==> src/include/wdt_pkg.sv <==
package wdt_pkg;
  // ****************************************
  // counter and prescaler
  // ****************************************
  localparam int          CNT_W          = 14;
  localparam int          PRE_W          = 8;
  localparam logic [13:0] CNT_RESET_VAL  = 14'h3FFF;
  localparam logic [7:0]  REFRESH_FIRST  = 8'h00;
  localparam logic [7:0]  REFRESH_SECOND = 8'hFF;
  // prescale_select codes, other codes fall back to divide by 1
  localparam logic [3:0]  PRE_DIV1   = 4'h0;
  localparam logic [3:0]  PRE_DIV16  = 4'h2;
  localparam logic [3:0]  PRE_DIV32  = 4'h3;
  localparam logic [3:0]  PRE_DIV64  = 4'h4;
  localparam logic [3:0]  PRE_DIV128 = 4'hF;
  localparam logic [3:0]  PRE_DIV256 = 4'h5;
  // timeout_select: starting counts
  localparam logic [13:0] TOUT_0 = 14'h03FF;
  localparam logic [13:0] TOUT_1 = 14'h0FFF;
  localparam logic [13:0] TOUT_2 = 14'h1FFF;
  localparam logic [13:0] TOUT_3 = 14'h3FFF;
  // fault action
  localparam logic        ACT_NMI = 1'b1;
endpackage : wdt_pkg

==> src/design/wdt_prescaler.sv <==
`timescale 1ns/1ns
module wdt_prescaler
  import wdt_pkg::*;
(
  input  wire logic       sys_clk,
  input  wire logic       sys_rst,
  input  wire logic       src_tick,
  input  wire logic       restart,
  input  wire logic [3:0] prescale_select,
  output logic            tick
);
  logic [PRE_W-1:0] div_reg;
  logic [PRE_W-1:0] mask;
  // ****************************************
  // ratio decode
  // ****************************************
  assign mask = (prescale_select == PRE_DIV16)  ? 8'h0F :
                (prescale_select == PRE_DIV32)  ? 8'h1F :
                (prescale_select == PRE_DIV64)  ? 8'h3F :
                (prescale_select == PRE_DIV128) ? 8'h7F :
                (prescale_select == PRE_DIV256) ? 8'hFF : 8'h00;
  assign tick = src_tick && ((div_reg & mask) == mask);
  always_ff @(posedge sys_clk) begin
    if (sys_rst || restart) begin
      div_reg <= 8'h00;
    end else if (src_tick) begin
      div_reg <= div_reg + 8'h01;
    end
  end
endmodule : wdt_prescaler

==> src/design/wdt_core.sv <==
`timescale 1ns/1ns
module wdt_core
  import wdt_pkg::*;
(
  input  wire logic        sys_clk,
  input  wire logic        sys_rst,
  input  wire logic        watchdog_private_clock,
  input  wire logic        auto_start,
  input  wire logic [3:0]  opt_prescale_select,
  input  wire logic [1:0]  opt_timeout_select,
  input  wire logic [1:0]  opt_window_open_select,
  input  wire logic [1:0]  opt_window_close_select,
  input  wire logic        opt_fault_action_select,
  input  wire logic        opt_lowpower_count_halt,
  input  wire logic [3:0]  prescale_select,
  input  wire logic [1:0]  timeout_select,
  input  wire logic [1:0]  window_open_select,
  input  wire logic [1:0]  window_close_select,
  input  wire logic        fault_action_select,
  input  wire logic        lowpower_count_halt,
  input  wire logic        lowpower_state,
  input  wire logic        refresh_write,
  input  wire logic [7:0]  refresh_data,
  output logic [13:0]      count_status_register,
  output logic             reset_request,
  output logic             nmi_request,
  output logic             sleep_halt_ctrl,
  output logic             underflow_event,
  output logic             refresh_error_event,
  output logic             counting
);
  // ****************************************
  // private clock sync and edge
  // ****************************************
  logic sync1_reg;
  logic sync2_reg;
  logic sync3_reg;
  logic src_tick;
  always_ff @(posedge sys_clk) begin
    sync1_reg <= watchdog_private_clock;
    sync2_reg <= sync1_reg;
    sync3_reg <= sync2_reg;
  end
  assign src_tick = sync2_reg && !sync3_reg;

  // ****************************************
  // configuration select
  // ****************************************
  logic [3:0]  act_pre_reg;
  logic [3:0]  sel_pre;
  logic [1:0]  sel_tout;
  logic [1:0]  sel_wopen;
  logic [1:0]  sel_wclose;
  logic        sel_nmi;
  logic        sel_halt;
  logic [13:0] reload_val;
  logic [13:0] quarter;
  logic [13:0] win_hi;
  logic [13:0] win_lo;
  assign sel_pre    = auto_start ? opt_prescale_select : act_pre_reg;
  assign sel_tout   = auto_start ? opt_timeout_select : timeout_select;
  assign sel_wopen  = auto_start ? opt_window_open_select : window_open_select;
  assign sel_wclose = auto_start ? opt_window_close_select : window_close_select;
  assign sel_nmi    = auto_start ? opt_fault_action_select : fault_action_select;
  assign sel_halt   = auto_start ? opt_lowpower_count_halt : lowpower_count_halt;
  assign reload_val = (sel_tout == 2'h0) ? TOUT_0 :
                      (sel_tout == 2'h1) ? TOUT_1 :
                      (sel_tout == 2'h2) ? TOUT_2 : TOUT_3;
  // window positions for codes 0..3 at 25/50/75/100 percent (open) and 75/50/25/0 (close)
  // widened by one bit so the largest timeout does not wrap to a zero quarter
  assign quarter = 14'(({1'b0, reload_val} + 15'h0001) >> 2);
  assign win_hi  = 14'(reload_val - 14'(quarter * (14'(sel_wopen) ^ 14'h0003)));
  assign win_lo  = 14'(quarter * 14'(sel_wclose ^ 2'h3));

  // ****************************************
  // refresh sequence
  // ****************************************
  logic [13:0] cnt_reg;
  logic        counting_reg;
  logic armed_reg;
  logic refresh_ok;
  logic in_window;
  logic refresh_good;
  logic refresh_bad;
  assign refresh_ok   = refresh_write && armed_reg && (refresh_data == REFRESH_SECOND);
  assign in_window    = (cnt_reg <= win_hi) && (cnt_reg >= win_lo);
  assign refresh_good = refresh_ok && (!counting_reg || in_window);
  assign refresh_bad  = refresh_ok && counting_reg && !in_window;
  always_ff @(posedge sys_clk) begin
    if (sys_rst) begin
      armed_reg <= 1'b0;
    end else if (refresh_write) begin
      armed_reg <= (refresh_data == REFRESH_FIRST);
    end
  end

  // ****************************************
  // counter
  // ****************************************
  logic        started_reg;
  logic        tick;
  logic        halted;
  logic        underflow;
  logic        fault;
  assign halted    = sel_halt && lowpower_state;
  assign underflow = counting_reg && !halted && tick && (cnt_reg == 14'h0000);
  assign fault     = underflow || refresh_bad;

  wdt_prescaler u_pre (
    .sys_clk         (sys_clk),
    .sys_rst         (sys_rst),
    .src_tick        (src_tick && counting_reg && !halted),
    .restart         (refresh_good || fault),
    .prescale_select (sel_pre),
    .tick            (tick)
  );

  always_ff @(posedge sys_clk) begin
    if (sys_rst) begin
      cnt_reg      <= CNT_RESET_VAL;
      counting_reg <= 1'b0;
      started_reg  <= 1'b0;
      act_pre_reg  <= PRE_DIV1;
    end else if (auto_start && !started_reg) begin
      cnt_reg      <= reload_val;
      counting_reg <= 1'b1;
      started_reg  <= 1'b1;
    end else if (fault) begin
      cnt_reg      <= reload_val;
      counting_reg <= auto_start;
    end else if (refresh_good) begin
      cnt_reg      <= reload_val;
      counting_reg <= 1'b1;
      act_pre_reg  <= prescale_select;
    end else if (counting_reg && !halted && tick) begin
      cnt_reg <= cnt_reg - 14'h0001;
    end
  end

  // ****************************************
  // outputs
  // ****************************************
  always_ff @(posedge sys_clk) begin
    if (sys_rst) begin
      count_status_register <= CNT_RESET_VAL;
      reset_request         <= 1'b0;
      nmi_request           <= 1'b0;
      sleep_halt_ctrl       <= 1'b0;
      underflow_event       <= 1'b0;
      refresh_error_event   <= 1'b0;
      counting              <= 1'b0;
    end else begin
      count_status_register <= cnt_reg;
      reset_request         <= fault && (sel_nmi != ACT_NMI);
      nmi_request           <= fault && (sel_nmi == ACT_NMI);
      sleep_halt_ctrl       <= sel_halt;
      underflow_event       <= underflow;
      refresh_error_event   <= refresh_bad;
      counting              <= counting_reg;
    end
  end
endmodule : wdt_core

==> config.mk <==
export PLATFORM = sky130hd
export DESIGN_NAME = wdt_core
export DESIGN_NICKNAME = d
export VERILOG_FILES = /design/src/include/wdt_pkg.sv /design/src/design/wdt_prescaler.sv /design/src/design/wdt_core.sv
export SDC_FILE = /design/constraint.sdc
export NUM_CORES = 1
export LEC_CHECK = 0
export ABC_AREA = 1
export BUFFER_PORTS_ARGS = -buffer_cell sky130_fd_sc_hd__buf_2
export CAP_MARGIN = 30
export CORE_MARGIN = 5
export CORE_UTILIZATION = 56
export CTS_BUF_LIST = sky130_fd_sc_hd__clkbuf_16
export DETAILED_ROUTE_END_ITERATION = 10
export MAX_ROUTING_LAYER = met4
export PLACE_DENSITY = 0.9
export SLEW_MARGIN = 30
export SYNTH_ARGS = -nofsm -noshare
export SYNTH_HDL_FRONTEND = slang
export SYNTH_SLANG_ARGS = --single-unit
==> constraint.sdc <==
create_clock -name sys_clk -period 5.7 [get_ports sys_clk]
set_input_delay 1.14 -clock sys_clk [delete_from_list [all_inputs] [get_ports sys_clk]]
set_output_delay 1.14 -clock sys_clk [all_outputs]
set_load 0.05 [all_outputs]
# Word-level counts from Yosys, hierarchy flattened
# Cells that the tools add are included.
# totals
ff_bits,52
latchBits,0
ramBits,0
romBits,0
in_bits,38
output_inout_bits,20
word_cells,92
n_memories,0
# op_classes
n_addsub,4
n_mul,2
div,0
order_cmp,2
eq_ne,9
shifts,0
muxes,21
n_bitwise,6
n_reduce_logical,32
# op_table
operator,count
$mux 14,7
$mux 8,5
$mul 13x2->14,2
$logic_and 1x1->1,17
$add 14x1->15 const B,1
$ge 14x14->1,1
$le 14x14->1,1
$logic_not 14->1,1
$sub 14x1->14 const B,1
$sub 14x14->14,1
$add 8x1->8 const B,1
$and 8x8->8,1
$eq 4x2->1 const B,2
$eq 4x3->1 const B,2
$eq 8x8->1,1
$eq 8x8->1 const B,1
$logic_not 8->1,1
$mux 2,3
$logic_not 1->1,5
$mux 1,5
$eq 4x4->1 const B,1
$logic_or 1x1->1,4
$mux 4,1
$not 2->2,2
other kinds (7),9

# Logic depth before layout (Yosys ltp)
# Gate-level depths: netlist of the first run.
# depth
depth_word,15
ltp_mapped,27
depth_no_buf,26

# Cells and area by module
# A second synthesis of the first run with hierarchy kept.
# hier_totals
hier_cells,444
hier_area_um2,3235.6
# modules_own_cells
module,n_inst,cells_per_inst,area_per_inst_um2,seq_area_each_um2
wdt_core,1,372,2761.4,880.8
wdt_prescaler,1,72,474.2,160.2

# Least setup slack after synthesis of the first run
# OpenSTA, ideal clock, no wires.
# synth_timing
path_type,input -> register
start,input port auto_start
end,register cnt_reg[6]
setup_ns,0.130
t_arrival_ns,4.525
required_ns,5.570
path_slack_ns,1.045
path_stages,26
path_buffers,2
cell_sequence,buf_6 buf_6 o21ai_1 inv_2 nor2_1 inv_1 nor2_1 fa_1 inv_1 ha_1 ha_1 a21oi_1 nand2_1 xor2_1 ha_1 nand2_1 nor2_1 nand2_1 nand3_1 nand2_1 nand2_1 nand2_1 a21oi_1 nand4_1 nand2_1 nand3_1
# synth_between
elab_chain_cells,15
elab_cells_between_ends,49
classes_between,add/sub (2); mul (2); order compare (2); eq/ne (8); mux (16); bitwise (3); reduce/logical (16)
# synth_lines
item,line_no,text
start: declaration,wdt_core.sv:8,"input wire logic auto_start,"
$mux 2 or $mux 4 (tied branches),"wdt_core.sv:61, wdt_core.sv:60",
$eq 2x2->1 or $eq 4x3->1 (tied branches),"wdt_core.sv:68, wdt_prescaler.sv:21",
$mux 14 or $mux 8 (tied branches),"wdt_core.sv:68, wdt_prescaler.sv:21",
$mux 14 or $mux 8 (tied branches),"wdt_core.sv:67, wdt_prescaler.sv:20",
$mux 14 or $mux 8 (tied branches),"wdt_core.sv:66, wdt_prescaler.sv:19",
$add 14x1->15 or $mux 8 (tied branches),"wdt_core.sv:71, wdt_prescaler.sv:18",
$mul 13x2->14 or $mux 8 (tied branches),"wdt_core.sv:72, wdt_prescaler.sv:17",
$sub 14x14->14 or $and 8x8->8 (tied branches),"wdt_core.sv:72, wdt_prescaler.sv:22",
$le 14x14->1 or $eq 8x8->1 (tied branches),"wdt_core.sv:86, wdt_prescaler.sv:22",
$logic_and 1x1->1 (on tied branches),"wdt_core.sv:86, wdt_prescaler.sv:22",
$logic_or 1x1->1 (tied with other cells),wdt_core.sv:87,assign refresh_good = refresh_ok && (!counting_reg || in_window);
$logic_and 1x1->1 (on tied branches),"wdt_core.sv:87, wdt_core.sv:88, wdt_core.sv:106",
$mux 14 or $logic_or 1x1->1 (tied branches),"wdt_core.sv:131, wdt_core.sv:107",
$mux 14,wdt_core.sv:128,end else if (fault) begin
$mux 14,wdt_core.sv:124,end else if (auto_start && !started_reg) begin
end signal: assignment,wdt_core.sv:125,cnt_reg <= reload_val;
end signal: assignment,wdt_core.sv:129,cnt_reg <= reload_val;
end signal: assignment,wdt_core.sv:132,cnt_reg <= reload_val;
end: declaration,wdt_core.sv:78,logic [13:0] cnt_reg;
# Parallel ways exist; a longest one is shown, timed or not.
# A chain may end at the register's enable or synchronous reset.

# Worst setup path in the final report of the first run
# Ends and elaborated chain as after synthesis.

==> results of run 1 <==
[per-stage QoR]
stage	worst slack [ns]	hold WS [ns]	util [%]	total power [uW]
2_1_floorplan	1.045	0.3096	-	551.6
3_3_place_gp	0.7097	0.3154	63.49	593.1
3_5_place_dp	0.5731	0.3178	63.49	603.8
4_1_cts	0.8692	0.3328	66.05	885.3
5_1_grt	0.5167	0.3556	66.05	933.0
6_report	0.8251	0.3304	66.05	882.9
[worst paths after layout]
path | startpoint | to | slack, ns | cells past startpoint
max | auto_start | cnt_reg[6] | 0.83 | 26
min | sync1_reg | sync2_reg | 0.33 | 0
max reg2reg | cnt_reg[0] | cnt_reg[11] | 3.58 | 11
min reg2reg | sync1_reg | sync2_reg | 0.33 | 0
[report_power, final]
part           leakage (uW)  switching (uW)  total (uW)  internal [uW]
Sequential         0.000425            9.58         385            375
Clock             0.0000687             126         286            160
Combinational       0.00133             131         212           80.9
[cell usage in the layout (no fill, tap or decap), drive strengths merged, types with 3 or more instances in the layout]
cell / n
nand4: 12
xor2: 10
nand3: 34
inv: 68
dfxtp: 52
buf: 57
a21oi: 16
nor2: 65
o21ai: 18
or2: 8
ha: 20
fa: 4
clkbuf: 5
nor3: 5
xnor2: 3
nand2: 125
[synthesized netlist by cell type (all sizes together)]
library cell / instances / area (sq um)
nor3b: 1 / 7.510
nor3: 5 / 25.02
ha: 20 / 250.2
nand4: 12 / 105.1
inv: 67 / 254.0
nand3: 34 / 212.7
nor2: 65 / 259.0
or2: 8 / 50.05
and3: 1 / 6.260
nand2: 125 / 491.7
dfxtp: 52 / 1041
clkbuf: 2 / 7.510
fa: 4 / 80.08
o21bai: 1 / 7.510
xor2: 10 / 87.58
a31oi: 1 / 6.260
xnor2: 3 / 26.28
a21oi: 16 / 80.08
a21o: 1 / 7.510
buf: 2 / 22.52
o21ai: 18 / 93.84
o21a: 1 / 7.510
[routing by layer]
layer | up-vias | track usage [%] | wire length [microns]
li1 | 1526 | - | -
met1 | 1316 | 24.07 | 3124
met2 | 94 | 35.87 | 3452
met3 | 13 | 3.533 | 362
met4 | 0 | 7.338 | 127
met5 | - | - | 0
[final cells by class]
type	instances	area, sq um
Timing Repair Buffer	57	285.3
Clock inverter	3	15.01
Multi-Input combinational cell	326	1804
Tap cell	72	90.09
Clock buffer	5	125.1
Sequential cell	52	1041
Inverter	67	254.0
Fill cell	469	1858
[kinds of logic (layout without fill, tap and decap cells)]
group,Yosys count,in the layout,synth area share [%]
fa+ha+maj,24,24,10.56
flops,52,52,33.27
buf+inv,71,132,9.077
simple gates,251,251,36.99
xor+xnor,13,13,3.639
compound gates,38,38,6.478
==> metrics, run 1 <==
outcome=complete, no violations; Syn-to-layout area delta=15.51%; drt initial violations=156; vias=2,949; crit path kind=in2reg; CP max-delay cell=fa_1; synthesized area=0.003129 sq mm; post-DP HPWL=5.626 mm; initial core utilization=57.18%; fin cells=582; Top delay family on crit path=simple AND/OR/NAND/NOR gates; Slew @ Worst Pin=0.8474 ns; max frequency=205.1 MHz; CP Max Fanout=18; max-cap viol count=0; placed instance area=0.003475 sq mm; vias in the first global route=2,842; Post-Layout Inst Area=0.003615 sq mm; number of synthesized register bits=52; FP Rows=27; Setup Total Neg Slack=0 ns; relative slew slack=43.44%; cell count after placement=574; WL per Instance=12.14 microns; hold buffers post-CTS=0; YS warnings=0; CTS clk-pin slew, worst paths=0.06 ns; Slew Limit Fails=0; final wirelength=7.067 mm; Cells after Synth=449; GRT Util Overall=20.74%; Hold Crit Class=reg2reg; Most common cell on crit path=nand2_1; PortBufs=57; Hold Vio Cnt, Final=0; largest stage delay on the critical path=0.42 ns; first drt pass iteration count=6; worst path buffer plus inverter count=4; Syn Nets=511; clk_lat worst skew=0.29 ns; Worst setup EP type=flip-flop; ANT nets after route=0; # setup viols final=0; Antenna Cells=0; share of cells above drive strength 1=17.45%; largest net degree at the start of global routing=24; count of different cell masters after synthesis=35; first-pass GRT wire length=11.96 mm; Pwr Density=244.3 mW/mm^2; leakage=0.001826 uW; number of cells upsized or downsized after cts=0; CTS Buffer Depth=2; CTS buffer count=5; CP required=5.84 ns; RSZ-0062 raised after global routing=no; Core Area=0.005473 sq mm; gpl congestion=0.8791; antenna violations before repair=0; clock root buffer=clkbuf_16; Startpoint Class=input port; total gr overflow=0; Vert. Die Dim=84.75 microns; via/cell ratio=5.067; Crit path arrival time=5.02 ns; CTS tree=built; Boundary Pins=58; setup bufs post-CTS=0; sequential fraction of the synthesis area=33.27%; Fin Clk Skew=0.004416 ns; die area=0.007183 sq mm; DRC=0; H-tree depth=2; CTS sink cnt=52; Tcrit/Tclk final=85.52%; maximum VDD drop=0.0001985 V; Mean Syn Cell Area=6.969 sq um; Nets=571; Tmin final=4.875 ns; die width=84.75 microns
Note: power is estimated with default switching activity, not from simulation.
==> run 2, diff against run 1 <==
BUFFER_PORTS_ARGS = not set   (was -buffer_cell sky130_fd_sc_hd__buf_2)
CORE_UTILIZATION = 62   (was 56)
DONT_BUFFER_PORTS = 1   (was not set)
PLACE_DENSITY = 0.88   (was 0.9)
clock period = 4.77 ns   (was 5.7 ns; I/O delays follow)
==> metrics, run 2 (synthesis results as in run 1) <==
CP required=4.92 ns (-0.92 ns); Boundary Pins=58 (unchanged); Hold WS=0.3378 ns (+0.007424 ns); largest net degree at the start of global routing=24 (unchanged); total gr overflow=0 (unchanged); Hold Crit Class=reg2reg; GRT Util Overall=23.25% (+2.5 points); storage element area=0.001041 sq mm (unchanged); H-tree depth=2 (unchanged); PortBufs=0 (-100%); first-pass GRT wire length=11.72 mm (-2.0%); clock root buffer=clkbuf_16; leakage=0.001609 uW (-12%); Most common cell on crit path=nand2_1; crit path kind=in2reg; hold buffers post-CTS=0 (unchanged); drt initial violations=220 (+41%); setup bufs post-CTS=0 (unchanged); RSZ-0062 raised after global routing=no; largest stage delay on the critical path=0.44 ns (+0.02 ns); first drt pass iteration count=5 (-1); die width=81.05 microns (-4.4%); most common cell after layout, fill and taps aside=nand2_1; share of cells above drive strength 1=7.506% (-9.9 points); WL per Instance=13.80 microns (+14%); Fin Clk Skew=0.005031 ns (+0.0006144 ns); max-cap viol count=0 (unchanged); initial core utilization=64.96% (+7.8 points); DRC=0 (unchanged); gpl congestion=0.9415 (+7.1%); Post-Layout Inst Area=0.003329 sq mm (-7.9%); post-DP HPWL=5.532 mm (-1.7%); Core Area=0.004817 sq mm (-12%); Antenna Cells=0 (unchanged); CP Max Fanout=5 (-13); vias in the first global route=2,650 (-6.8%); Startpoint Class=input port; outcome=complete, no violations; Tmin final=4.427 ns; CTS sink cnt=52 (unchanged); maximum VDD drop=0.0002025 V (+2.0%); # setup viols final=0 (unchanged); ANT nets after route=0 (unchanged); CTS tree=built; final wirelength=7.177 mm (+1.6%); Crit path arrival time=4.58 ns (-0.44 ns); antenna violations before repair=0 (unchanged); worst path buffer plus inverter count=4 (unchanged); number of cells upsized or downsized after cts=0 (unchanged); Vert. Die Dim=81.05 microns (-4.4%); Top delay family on crit path=simple AND/OR/NAND/NOR gates; CTS clk-pin slew, worst paths=0.07 ns (about the same); clk_lat worst skew=0.29 ns (about the same); CTS Buffer Depth=2 (unchanged); Nets=514 (-10%); Slew Limit Fails=0 (unchanged); multi-input logic area=0.001807 sq mm (+0.14%); relative slew slack=45.39% (+1.9 points); Pwr Density=315.7 mW/mm^2 (+29%); most frequent cells in the layout=118 x nand2_1, 64 x inv_1, 60 x nor2_1; Worst setup EP type=flip-flop; CTS buffer count=5 (unchanged); max frequency=225.9 MHz; Syn-to-layout area delta=6.397%; FILL cells=400 (-15%); Tcrit/Tclk final=92.81%; Layout Utilization=69.12% (+3.1 points); Setup Total Neg Slack=0 ns (unchanged); Hold Vio Cnt, Final=0 (unchanged); die area=0.006568 sq mm (-8.6%); via/cell ratio=5.512 (+8.8%); Slew @ Worst Pin=0.8183 ns (-0.02913 ns); CP max-delay cell=fa_1; vias=2,866 (-2.8%); FP Rows=25 (-7.4%); placed instance area=0.003183 sq mm (-8.4%)
[run 2: report_power, final]
group          switching, uW  total, uW  internal [uW]
clock network            159        351            193
registers               30.1        478            448
logic                    137        221           84.2
[run 2: metal layers]
layer / share of wire, % / GRT usage, %
met5: 0 / -
met4: 1.7 / 7.432
met3: 5.9 / 4.324
met2: 50 / 39.82
met1: 42 / 27.52
[run 2: worst paths after layout]
path / from / slack (ns) / to / cells past startpoint
worst max register to register: cnt_reg[0] / 2.65 / cnt_reg[12] / 11
worst min-delay path: sync1_reg / 0.34 / sync2_reg / 0
worst min register to register: sync1_reg / 0.34 / sync2_reg / 0
worst max-delay path: timeout_select[1] / 0.34 / cnt_reg[6] / 25
[run 2: final cells by class]
type                            count  area share [%]
Tap cell                           67           2.518
Clock inverter                      3          0.5637
Sequential cell                    52           31.27
Multi-Input combinational cell    326           54.27
Clock buffer                        5           3.758
Inverter                           67           7.629
[run 2: through the flow]
stage               worst slack (ns)  std cells  total power, uW
floorplan                     0.3011        449            659.2
global placement              0.3326        512            689.6
detailed placement           0.05038        512            704.2
CTS                           0.3531        520             1050
global route                0.005817        520             1110
finish                        0.3429        520             1051
